==> src/rtl/spisp_consts.svh <==
`ifndef SPISP_CONSTS_SVH
`define SPISP_CONSTS_SVH
`define SPISP_A_CTL0 6'h00
`define SPISP_A_CTL1 6'h04
`define SPISP_A_BR0 6'h08
`define SPISP_A_BR1 6'h0c
`define SPISP_A_MCTL 6'h10
`define SPISP_A_STAT 6'h14
`define SPISP_A_RXB 6'h18
`define SPISP_A_TXB 6'h1c
`define SPISP_A_IE 6'h20
`define SPISP_A_IFG 6'h24
`define SPISP_CPH 7
`define SPISP_CPL 6
`define SPISP_MSB 5
`define SPISP_B7 4
`define SPISP_MST 3
`define SPISP_SYN 0
`define SPISP_SWRST 0
`define SPISP_SSEL_HI 7
`define SPISP_FE 6
`define SPISP_OE 5
`define SPISP_BUSY 0
`define SPISP_RXB 0
`define SPISP_TXB 1
`define SPISP_RST_CTL1 8'h01
`define SPISP_M3PIN 2'b00
`define SPISP_MHIGH 2'b01
`define SPISP_LAST8 4'hf
`define SPISP_LAST7 4'hd
`define SPISP_DIV_MIN 16'h0002
`define SPISP_SYNC_N 2
`endif

==> src/rtl/spisp_pkg.sv <==
`default_nettype none
package spisp_pkg;
    typedef enum logic [1:0] {
        SPISP_IDLE = 2'b00,
        SPISP_RUN  = 2'b01
    } spisp_state_t;
    typedef struct packed {
        logic [7:0]   ctl0;
        logic [7:0]   ctl1;
        logic [7:0]   divider_low_byte;
        logic [7:0]   divider_high_byte;
        logic [7:0]   modulation_control;
        logic         rx_int_enable;
        logic         tx_int_enable;
        logic         rx_flag;
        logic         tx_flag;
        logic         overrun_error;
        logic         mode_fault_error;
        logic [7:0]   receive_buffer;
        logic [7:0]   transmit_buffer;
        logic         tx_full;
        spisp_state_t st;
        logic [7:0]   tx_sr;
        logic [7:0]   rx_sr;
        logic [3:0]   ecnt;
        logic         sclk_prev;
        logic         sclk_o;
        logic         sclk_oe;
        logic         simo_o;
        logic         simo_oe;
        logic         somi_o;
        logic         somi_oe;
        logic         ack;
        logic [7:0]   dat;
    } spisp_core_t;
    typedef struct packed {
        logic [15:0] cnt;
        logic        phase;
        logic        edge_p;
    } spisp_gen_t;
endpackage
`default_nettype wire

==> src/rtl/spisp_clk_if.sv <==
`default_nettype none
interface spisp_clk_if;
    logic        run;
    logic [15:0] div;
    logic        src_tick;
    logic        edge_p;
    modport gen (input run, input div, input src_tick, output edge_p);
    modport core (output run, output div, output src_tick, input edge_p);
endinterface
`default_nettype wire

==> src/rtl/spisp_clkgen.sv <==
`default_nettype none
`include "spisp_consts.svh"
module spisp_clkgen (
    input wire logic clk,
    input wire logic rst_n,
    spisp_clk_if.gen cg
);
    import spisp_pkg::*;

    spisp_gen_t g_reg;
    spisp_gen_t g_next;

    // source ticks per half period; odd dividers of 3 and up split floor/ceil, below 2 one tick each half
    function automatic logic [15:0] half_len(input logic [15:0] div, input logic second);
        logic [15:0] h;
        h = second ? div - (div >> 1) : div >> 1;
        half_len = (div < `SPISP_DIV_MIN) ? 16'h0001 : h;
    endfunction

    always_comb
    begin
        g_next = g_reg;
        g_next.edge_p = 1'b0;
        if (!cg.run)
        begin
            g_next.cnt = 16'h0000;
            g_next.phase = 1'b0;
        end
        else if (cg.src_tick)
        begin
            if (g_reg.cnt + 16'h0001 >= half_len(cg.div, g_reg.phase))
            begin
                g_next.cnt = 16'h0000;
                g_next.phase = !g_reg.phase;
                g_next.edge_p = 1'b1;
            end
            else
                g_next.cnt = g_reg.cnt + 16'h0001;
        end
    end

    always_ff @(posedge clk or negedge rst_n)
    begin
        if (!rst_n)
            g_reg <= '0;
        else
            g_reg <= g_next;
    end

    assign cg.edge_p = g_reg.edge_p;
endmodule
`default_nettype wire

==> src/rtl/spisp_sync.sv <==
`default_nettype none
`include "spisp_consts.svh"
module spisp_sync #(
    parameter int W = 4,
    parameter int N = `SPISP_SYNC_N
) (
    input  wire logic         clk,
    input  wire logic         rst_n,
    input  wire logic [W-1:0] d,
    output logic      [W-1:0] q
);
    logic [N-1:0][W-1:0] s_reg;
    logic [N-1:0][W-1:0] s_next;

    if (N < 2)
    begin : g_bad
        $error("spisp_sync needs at least two stages");
    end

    always_comb
    begin
        s_next = {s_reg[N-2:0], d};
    end

    always_ff @(posedge clk or negedge rst_n)
    begin
        if (!rst_n)
            s_reg <= '0;
        else
            s_reg <= s_next;
    end

    assign q = s_reg[N-1];
endmodule
`default_nettype wire

==> src/rtl/spisp_top.sv <==
`default_nettype none
`include "spisp_consts.svh"
module spisp_top (
    input  wire logic        clk,
    input  wire logic        rst_n,
    input  wire logic        wb_cyc_i,
    input  wire logic        wb_stb_i,
    input  wire logic        wb_we_i,
    input  wire logic [5:0]  wb_adr_i,
    input  wire logic [3:0]  wb_sel_i,
    input  wire logic [31:0] wb_dat_i,
    output logic      [31:0] wb_dat_o,
    output logic             wb_ack_o,
    input  wire logic        aux_clk_tick,
    input  wire logic        serial_clock_pin_i,
    output logic             serial_clock_pin_o,
    output logic             serial_clock_pin_oe,
    input  wire logic        slave_in_master_out_pin_i,
    output logic             slave_in_master_out_pin_o,
    output logic             slave_in_master_out_pin_oe,
    input  wire logic        slave_out_master_in_pin_i,
    output logic             slave_out_master_in_pin_o,
    output logic             slave_out_master_in_pin_oe,
    input  wire logic        slave_enable_pin_i
);
    import spisp_pkg::*;

    ////////////////////////////////////////////////////////////////////////////
    logic        rst_meta_n;
    logic        rst_sync_n;
    logic [3:0]  pin_s;
    logic        sclk_s;
    logic        simo_s;
    logic        somi_s;
    logic        ste_s;
    spisp_core_t c_reg;
    spisp_core_t n;
    logic        cph;
    logic        cpl;
    logic        msbf;
    logic        b7;
    logic        mst;
    logic        swrst;
    logic        spi_on;
    logic        m_act;
    logic        s_act;
    logic [1:0]  pmode;
    logic [5:0]  adr;
    logic [7:0]  wd;
    logic        req;
    logic        wr;
    logic        rd;
    logic        wr_tx;
    logic        rd_rx;
    logic        do_load;
    logic        do_edge;
    logic        fin;
    logic        set_oe;
    logic        set_fe;

    ////////////////////////////////////////////////////////////////////////////
    function automatic logic ste_ok(input logic [1:0] m, input logic ste,
                                    input logic as_mst);
        logic slv;
        slv = (m == `SPISP_MHIGH) ? ste : !ste;
        ste_ok = (m == `SPISP_M3PIN) | (as_mst ? !slv : slv);
    endfunction

    function automatic logic out_bit(input logic [7:0] t, input logic m, input logic s7);
        out_bit = m ? (s7 ? t[6] : t[7]) : t[0];
    endfunction

    function automatic logic [7:0] tx_shift(input logic [7:0] t, input logic m);
        tx_shift = m ? {t[6:0], 1'b0} : {1'b0, t[7:1]};
    endfunction

    function automatic logic [7:0] rx_in(input logic [7:0] r, input logic b, input logic m);
        rx_in = m ? {r[6:0], b} : {b, r[7:1]};
    endfunction

    function automatic logic [7:0] rx_align(input logic [7:0] r, input logic m,
                                            input logic s7);
        if (!s7)
            rx_align = r;
        else if (m)
            rx_align = {1'b0, r[6:0]};
        else
            rx_align = {1'b0, r[7:1]};
    endfunction

    ////////////////////////////////////////////////////////////////////////////
    // reset release and pin synchronisers
    always_ff @(posedge clk or negedge rst_n)
    begin
        if (!rst_n)
        begin
            rst_meta_n <= 1'b0;
            rst_sync_n <= 1'b0;
        end
        else
        begin
            rst_meta_n <= 1'b1;
            rst_sync_n <= rst_meta_n;
        end
    end

    spisp_sync #(
        .W (4),
        .N (`SPISP_SYNC_N)
    ) u_sync (
        .clk   (clk),
        .rst_n (rst_sync_n),
        .d     ({slave_enable_pin_i, slave_out_master_in_pin_i,
                 slave_in_master_out_pin_i, serial_clock_pin_i}),
        .q     (pin_s)
    );

    assign sclk_s = pin_s[0];
    assign simo_s = pin_s[1];
    assign somi_s = pin_s[2];
    assign ste_s = pin_s[3];

    ////////////////////////////////////////////////////////////////////////////
    // bit clock generator
    spisp_clk_if cg ();

    assign cg.run = (c_reg.st == SPISP_RUN) && mst;
    assign cg.div = {c_reg.divider_high_byte, c_reg.divider_low_byte};
    assign cg.src_tick = c_reg.ctl1[`SPISP_SSEL_HI] ? 1'b1 : aux_clk_tick;

    spisp_clkgen u_gen (
        .clk   (clk),
        .rst_n (rst_sync_n),
        .cg    (cg.gen)
    );

    ////////////////////////////////////////////////////////////////////////////
    // configuration decode
    assign cph = c_reg.ctl0[`SPISP_CPH];
    assign cpl = c_reg.ctl0[`SPISP_CPL];
    assign msbf = c_reg.ctl0[`SPISP_MSB];
    assign b7 = c_reg.ctl0[`SPISP_B7];
    assign mst = c_reg.ctl0[`SPISP_MST];
    assign pmode = c_reg.ctl0[`SPISP_MST-1:`SPISP_SYN+1];
    assign swrst = c_reg.ctl1[`SPISP_SWRST];
    assign spi_on = c_reg.ctl0[`SPISP_SYN] && !swrst;
    assign m_act = ste_ok(pmode, ste_s, 1'b1);
    assign s_act = ste_ok(pmode, ste_s, 1'b0);

    ////////////////////////////////////////////////////////////////////////////
    // wishbone classic slave, ack one cycle after the request
    assign adr = {wb_adr_i[5:2], 2'b00};
    assign wd = wb_dat_i[7:0];
    assign req = wb_cyc_i && wb_stb_i && !c_reg.ack;
    assign wr = req && wb_we_i && wb_sel_i[0];
    assign rd = req && !wb_we_i;
    assign wr_tx = wr && (adr == `SPISP_A_TXB);
    assign rd_rx = rd && (adr == `SPISP_A_RXB);

    always_comb
    begin
        n = c_reg;
        do_load = 1'b0;
        do_edge = 1'b0;
        fin = 1'b0;
        set_oe = 1'b0;
        set_fe = 1'b0;
        n.ack = req;
        n.dat = 8'h00;
        n.sclk_prev = sclk_s;
        if (rd)
        begin
            if (adr == `SPISP_A_CTL0)
                n.dat = c_reg.ctl0;
            else if (adr == `SPISP_A_CTL1)
                n.dat = c_reg.ctl1;
            else if (adr == `SPISP_A_BR0)
                n.dat = c_reg.divider_low_byte;
            else if (adr == `SPISP_A_BR1)
                n.dat = c_reg.divider_high_byte;
            else if (adr == `SPISP_A_MCTL)
                n.dat = c_reg.modulation_control;
            else if (adr == `SPISP_A_STAT)
            begin
                n.dat[`SPISP_FE] = c_reg.mode_fault_error;
                n.dat[`SPISP_OE] = c_reg.overrun_error;
                n.dat[`SPISP_BUSY] = (c_reg.st == SPISP_RUN);
            end
            else if (adr == `SPISP_A_RXB)
            begin
                n.dat = c_reg.receive_buffer;
                n.rx_flag = 1'b0;
            end
            else if (adr == `SPISP_A_TXB)
                n.dat = c_reg.transmit_buffer;
            else if (adr == `SPISP_A_IE)
            begin
                n.dat[`SPISP_RXB] = c_reg.rx_int_enable;
                n.dat[`SPISP_TXB] = c_reg.tx_int_enable;
            end
            else if (adr == `SPISP_A_IFG)
            begin
                n.dat[`SPISP_RXB] = c_reg.rx_flag;
                n.dat[`SPISP_TXB] = c_reg.tx_flag;
            end
        end
        if (wr)
        begin
            if (adr == `SPISP_A_CTL0)
                n.ctl0 = wd;
            else if (adr == `SPISP_A_CTL1)
                n.ctl1 = wd;
            else if (adr == `SPISP_A_BR0)
                n.divider_low_byte = wd;
            else if (adr == `SPISP_A_BR1)
                n.divider_high_byte = wd;
            else if (adr == `SPISP_A_MCTL)
                n.modulation_control = wd;
            else if (adr == `SPISP_A_STAT)
            begin
                n.mode_fault_error = wd[`SPISP_FE];
                n.overrun_error = wd[`SPISP_OE];
            end
            else if (adr == `SPISP_A_TXB)
            begin
                n.transmit_buffer = wd;
                n.tx_full = 1'b1;
                n.tx_flag = 1'b0;
            end
            else if (adr == `SPISP_A_IE)
            begin
                n.rx_int_enable = wd[`SPISP_RXB];
                n.tx_int_enable = wd[`SPISP_TXB];
            end
        end

        // shift engine
        if (!spi_on)
        begin
            n.st = SPISP_IDLE;
            n.ecnt = 4'h0;
            n.sclk_o = cpl;
            n.sclk_oe = 1'b0;
            n.simo_oe = 1'b0;
            n.somi_oe = 1'b0;
        end
        else if (mst)
        begin
            n.sclk_oe = m_act;
            n.simo_oe = m_act;
            n.somi_oe = 1'b0;
            if (!m_act)
            begin
                n.st = SPISP_IDLE;
                n.ecnt = 4'h0;
                n.sclk_o = cpl;
                set_fe = 1'b1;
            end
            else if (c_reg.st == SPISP_IDLE)
            begin
                n.sclk_o = cpl;
                if (c_reg.tx_full)
                begin
                    do_load = 1'b1;
                    n.st = SPISP_RUN;
                    n.ecnt = 4'h0;
                end
            end
            else if (cg.edge_p)
            begin
                n.sclk_o = !c_reg.sclk_o;
                do_edge = 1'b1;
            end
        end
        else
        begin
            n.sclk_oe = 1'b0;
            n.simo_oe = 1'b0;
            n.somi_oe = s_act;
            if ((c_reg.st == SPISP_IDLE) && c_reg.tx_full)
                do_load = 1'b1;
            if (s_act && (sclk_s != c_reg.sclk_prev))
            begin
                do_edge = 1'b1;
                n.st = SPISP_RUN;
            end
        end

        if (do_load)
        begin
            n.tx_sr = c_reg.transmit_buffer;
            n.tx_full = wr_tx;
            n.tx_flag = !wr_tx;
        end

        if (do_edge)
        begin
            if (c_reg.ecnt[0] ^ cph)
                n.rx_sr = rx_in(n.rx_sr, mst ? somi_s : simo_s, msbf);
            else if (c_reg.ecnt != 4'h0)
                n.tx_sr = tx_shift(n.tx_sr, msbf);
            if (c_reg.ecnt == (b7 ? `SPISP_LAST7 : `SPISP_LAST8))
            begin
                fin = 1'b1;
                n.receive_buffer = rx_align(n.rx_sr, msbf, b7);
                set_oe = n.rx_flag;
                n.rx_flag = 1'b1;
                n.st = SPISP_IDLE;
                n.ecnt = 4'h0;
            end
            else
                n.ecnt = c_reg.ecnt + 4'h1;
        end

        n.simo_o = out_bit(n.tx_sr, msbf, b7);
        n.somi_o = out_bit(n.tx_sr, msbf, b7);
        if (set_oe)
            n.overrun_error = 1'b1;
        if (set_fe)
            n.mode_fault_error = 1'b1;

        if (swrst)
        begin
            n.rx_int_enable = 1'b0;
            n.tx_int_enable = 1'b0;
            n.rx_flag = 1'b0;
            n.overrun_error = 1'b0;
            n.mode_fault_error = 1'b0;
            n.tx_flag = 1'b1;
            n.tx_full = 1'b0;
        end
    end

    always_ff @(posedge clk or negedge rst_sync_n)
    begin
        if (!rst_sync_n)
        begin
            c_reg <= '0;
            c_reg.ctl1 <= `SPISP_RST_CTL1;
            c_reg.tx_flag <= 1'b1;
        end
        else
            c_reg <= n;
    end

    ////////////////////////////////////////////////////////////////////////////
    assign wb_dat_o = {24'h000000, c_reg.dat};
    assign wb_ack_o = c_reg.ack;
    assign serial_clock_pin_o = c_reg.sclk_o;
    assign serial_clock_pin_oe = c_reg.sclk_oe;
    assign slave_in_master_out_pin_o = c_reg.simo_o;
    assign slave_in_master_out_pin_oe = c_reg.simo_oe;
    assign slave_out_master_in_pin_o = c_reg.somi_o;
    assign slave_out_master_in_pin_oe = c_reg.somi_oe;
endmodule
`default_nettype wire
==> config.mk <==
export PLATFORM = sky130hd
export DESIGN_NAME = spisp_top
export DESIGN_NICKNAME = d
export VERILOG_FILES = /design/src/rtl/spisp_pkg.sv /design/src/rtl/spisp_clk_if.sv /design/src/rtl/spisp_clkgen.sv /design/src/rtl/spisp_sync.sv /design/src/rtl/spisp_top.sv
export VERILOG_INCLUDE_DIRS = /design/src /design/src/rtl
export SDC_FILE = /design/constraint.sdc
export NUM_CORES = 1
export LEC_CHECK = 0
export BUFFER_PORTS_ARGS = -buffer_cell sky130_fd_sc_hd__buf_2
export CORE_MARGIN = 1
export CORE_UTILIZATION = 50
export CTS_CLUSTER_SIZE = 10
export DETAILED_ROUTE_END_ITERATION = 7
export HOLD_SLACK_MARGIN = 0.05
export PLACE_DENSITY = 0.72
export SLEW_MARGIN = 20
export SYNTH_ARGS = -nofsm -noshare
export SYNTH_HDL_FRONTEND = slang
export SYNTH_SLANG_ARGS = --single-unit
export TNS_END_PERCENT = 50
==> constraint.sdc <==
create_clock -name clk -period 5.47 [get_ports clk]
set_clock_uncertainty 0.1 [all_clocks]
set_input_delay 1.094 -clock clk [delete_from_list [all_inputs] [get_ports clk]]
set_output_delay 1.094 -clock clk [all_outputs]
set_load 0.005 [all_outputs]
==> results.json <==
{
  "ys_ff_latch": 127,
  "arrival_ns": 4.84,
  "status": "complete, but fails checks",
  "grt_pass1_vias": 5640,
  "clockRootBuffer": "clkbuf_16",
  "rsz0062_at_grt": "no",
  "ant_nets": 0,
  "fp.dieArea_um2": 16600,
  "violations": "DRC",
  "regArea_um2": 3180,
  "p_clk_share_pct": 42.5,
  "initial_core_util_pct": 51.0,
  "layout_min_cycle_time_ns": 4.62,
  "cp.required_ns": 5.69,
  "wl_per_cell_um": 16.9,
  "yosys.area.top_type": "dfrtp_1",
  "synth_area_leaders": "dfrtp_1 39%, ha_1 7.2%, mux2i_1 5.2%",
  "worstSetupPathType": "reg2reg",
  "routed_wl_um": 18800,
  "pwr-share-comb_pct": 17.6,
  "power_density_nw_per_um2": 299,
  "setup.worst_path.start_class": "flip-flop",
  "num_antenna_cells": 0,
  "relSlewSlack_pct": 30.5,
  "cts_buffer_depth": 2,
  "ys_types": 75,
  "cts_sinks": 127,
  "hold_viol_final": 0,
  "chipHeight_um": 129,
  "critPathTopFamily": "compound AO/OA/AOI/OAI gates",
  "final_max_slew_viol_count": 0,
  "avgViaCountPerCell": 5.73,
  "switchingPower_uw": 772,
  "synth-edff-count": 0,
  "swShare_pct": 29.2,
  "power.share.sequential_pct": 39.9,
  "crit_chain": "inv_1, ha_1, nor2b_1, o311ai_1, a21oi_1, a211o_1, a221oi_1, mux2_2, ha_1, nand4_1, nor3_1, a222oi_1, buf_4, nand3_1, o211ai_1",
  "max_cap_violations": 0,
  "synth_compound_area_share_pct": 15.0,
  "place_hpwl_um": 13500,
  "largest_register_ffs": 85,
  "synth_top_family_by_area": "simple AND/OR/NAND/NOR gates",
  "io_buffers": 37,
  "gp_congestion": 0.948,
  "cts_tree": "done",
  "grt_overflow": 0,
  "drtIter0Drc": 623,
  "fmax_mhz": 216,
  "total_power_mw": 2.64,
  "cp_slowest_cell": "dfrtp_1",
  "synthAdderAreaFrac_pct": 7.40,
  "htreeDepth": 4,
  "ios": 91,
  "setup_viol": 0,
  "insertion_delay_ns": 0.42,
  "num-fill-cells": 1405,
  "endpoint_kind": "flip-flop",
  "syn_avg_cell_area_um2": 9.26,
  "core-area_um2": 15800,
  "area_delta_synth_final_pct": 9.79,
  "grt_pass1_wl_um": 30500,
  "async_reset_ff_share_pct": 100,
  "crit_path_frequent_cell": "ha_1",
  "multiInputGateArea_um2": 4410,
  "max_stage_delay_ns": 0.47,
  "synth_area_um2": 8050,
  "synth.area.mux_share_pct": 10.8,
  "peakVddDrop_v": 0.000242,
  "synth_flop_cell": "dfrtp_1",
  "synthSimpleGateAreaFrac_pct": 17.3,
  "whs_ns": 0.249,
  "antenna_found_initial": 0,
  "tns_ns": 0,
  "cts_resized": 0,
  "final_common_cell": "dfrtp_1",
  "crit_buf_inv": 2,
  "worst_pin_slew_ns": 1.03,
  "yosysWarnings": 0,
  "path_clk_slew_ns": 0.06,
  "period_share_pct": 84.5,
  "intPower_mw": 1.87,
  "ctsHoldBuffers": 0,
  "power.leakage_nw": 4.12,
  "rows": 46,
  "cts-buffers-inserted": 17,
  "fin_util_pct": 56.0,
  "yosys.area.top_type_share_pct": 38.9,
  "grt_start_max_net_pins": 65,
  "synthXorXnorAreaFrac_pct": 2.84,
  "netlist_instances": 869,
  "min_path_type": "reg2reg",
  "post-route-drc-count": 1,
  "crit_fanout": 18,
  "cts_setup_buffers": 0,
  "firstDrtPassIters": 7,
  "track_usage_pct": 24.1,
  "vias": 6388,
  "drive_gt1_share_pct": 14.7,
  "nets": 984,
  "mostFrequentLayoutCells": "124 x dfrtp_1, 109 x nand2_1, 67 x o21ai_0, 67 x nor2_1, 46 x ha_1",
  "fp.dieW_um": 129,
  "synth-seq-area-share_pct": 39.5
}
-- power groups by stage --
stage,Combinational [mW],Sequential (mW),Clock (mW)
after global placement,0.452,1.07,0
after detailed placement,0.457,1.07,0
after global routing,0.524,1.06,1.18
final,0.466,1.05,1.12
after CTS,0.463,1.05,1.14
after floorplan,0.371,1.05,0
-- final cells by class --
type,instances,area share [%]
flip-flops and latches,127,36.0
repair buffers,44,2.69
well taps,216,3.06
clock buffers,20,5.05
inverters,42,1.78
clock inverters,12,1.53
multi-input cells,653,49.9
-- path summary, 6_finish.rpt --
path,slack (ns),endpoint,cells past startpoint,from
setup / recovery,0.85,u_gen.g_reg[5],15,c_reg[79]
hold / removal,0.25,u_sync.q[2],0,u_sync.s_next[6]
setup reg to reg,0.85,u_gen.g_reg[5],15,c_reg[79]
hold reg to reg,0.25,u_sync.q[2],0,u_sync.s_next[6]
max in group asynchronous,3.67,c_reg[72],1,rst_sync_n
min in group asynchronous,0.32,u_sync.s_next[7],0,rst_sync_n
-- kinds of logic after synthesis --
kind of cell               count (synthesis)
xor gates and xnor gates                  24
AOI/OAI and AO/OA                        191
buffers and inverters                    112
other                                      2
DFF                                      127
adders and majority gates                 47
and+or+nand+nor                          286
muxes                                     80
-- synth_stat cells, types with 6 or more instances --
master and instances:
dfrtp_1 125, nand2_1 109, nor2_1 67, o21ai_0 67, ha_1 46, inv_1 42
mux2i_1 42, a21oi_1 41, mux2_2 36, buf_4 35, nand4_1 22, clkbuf_1 21
xnor2_1 18, nor3_1 15, o211ai_1 13, nand2b_1 11, nand3_1 11, a21o_1 9
a221oi_1 9, buf_2 8, a31oi_1 7, nor2b_1 7, nor4_1 6
-- routing by layer --
layer	track usage (%)	vias up	share of wire (%)	wire, um
met4	7.82	0	1.8	334
met5	0	-	0	0
met3	4.53	27	5.4	1020
li1	-	3069	-	-
met2	36.6	222	45	8510
met1	34.6	3070	48	8990
-- metrics by stage --
step	cells	instance area (um^2)	setup slack [ns]
floorplan	892	8140	1.51
global placement	1081	8240	0.956
detailed placement	1082	8250	0.906
CTS	1114	8830	0.881
global route	1114	8840	0.588
finish	1114	8840	0.849
(Power assumes the default switching activity.)
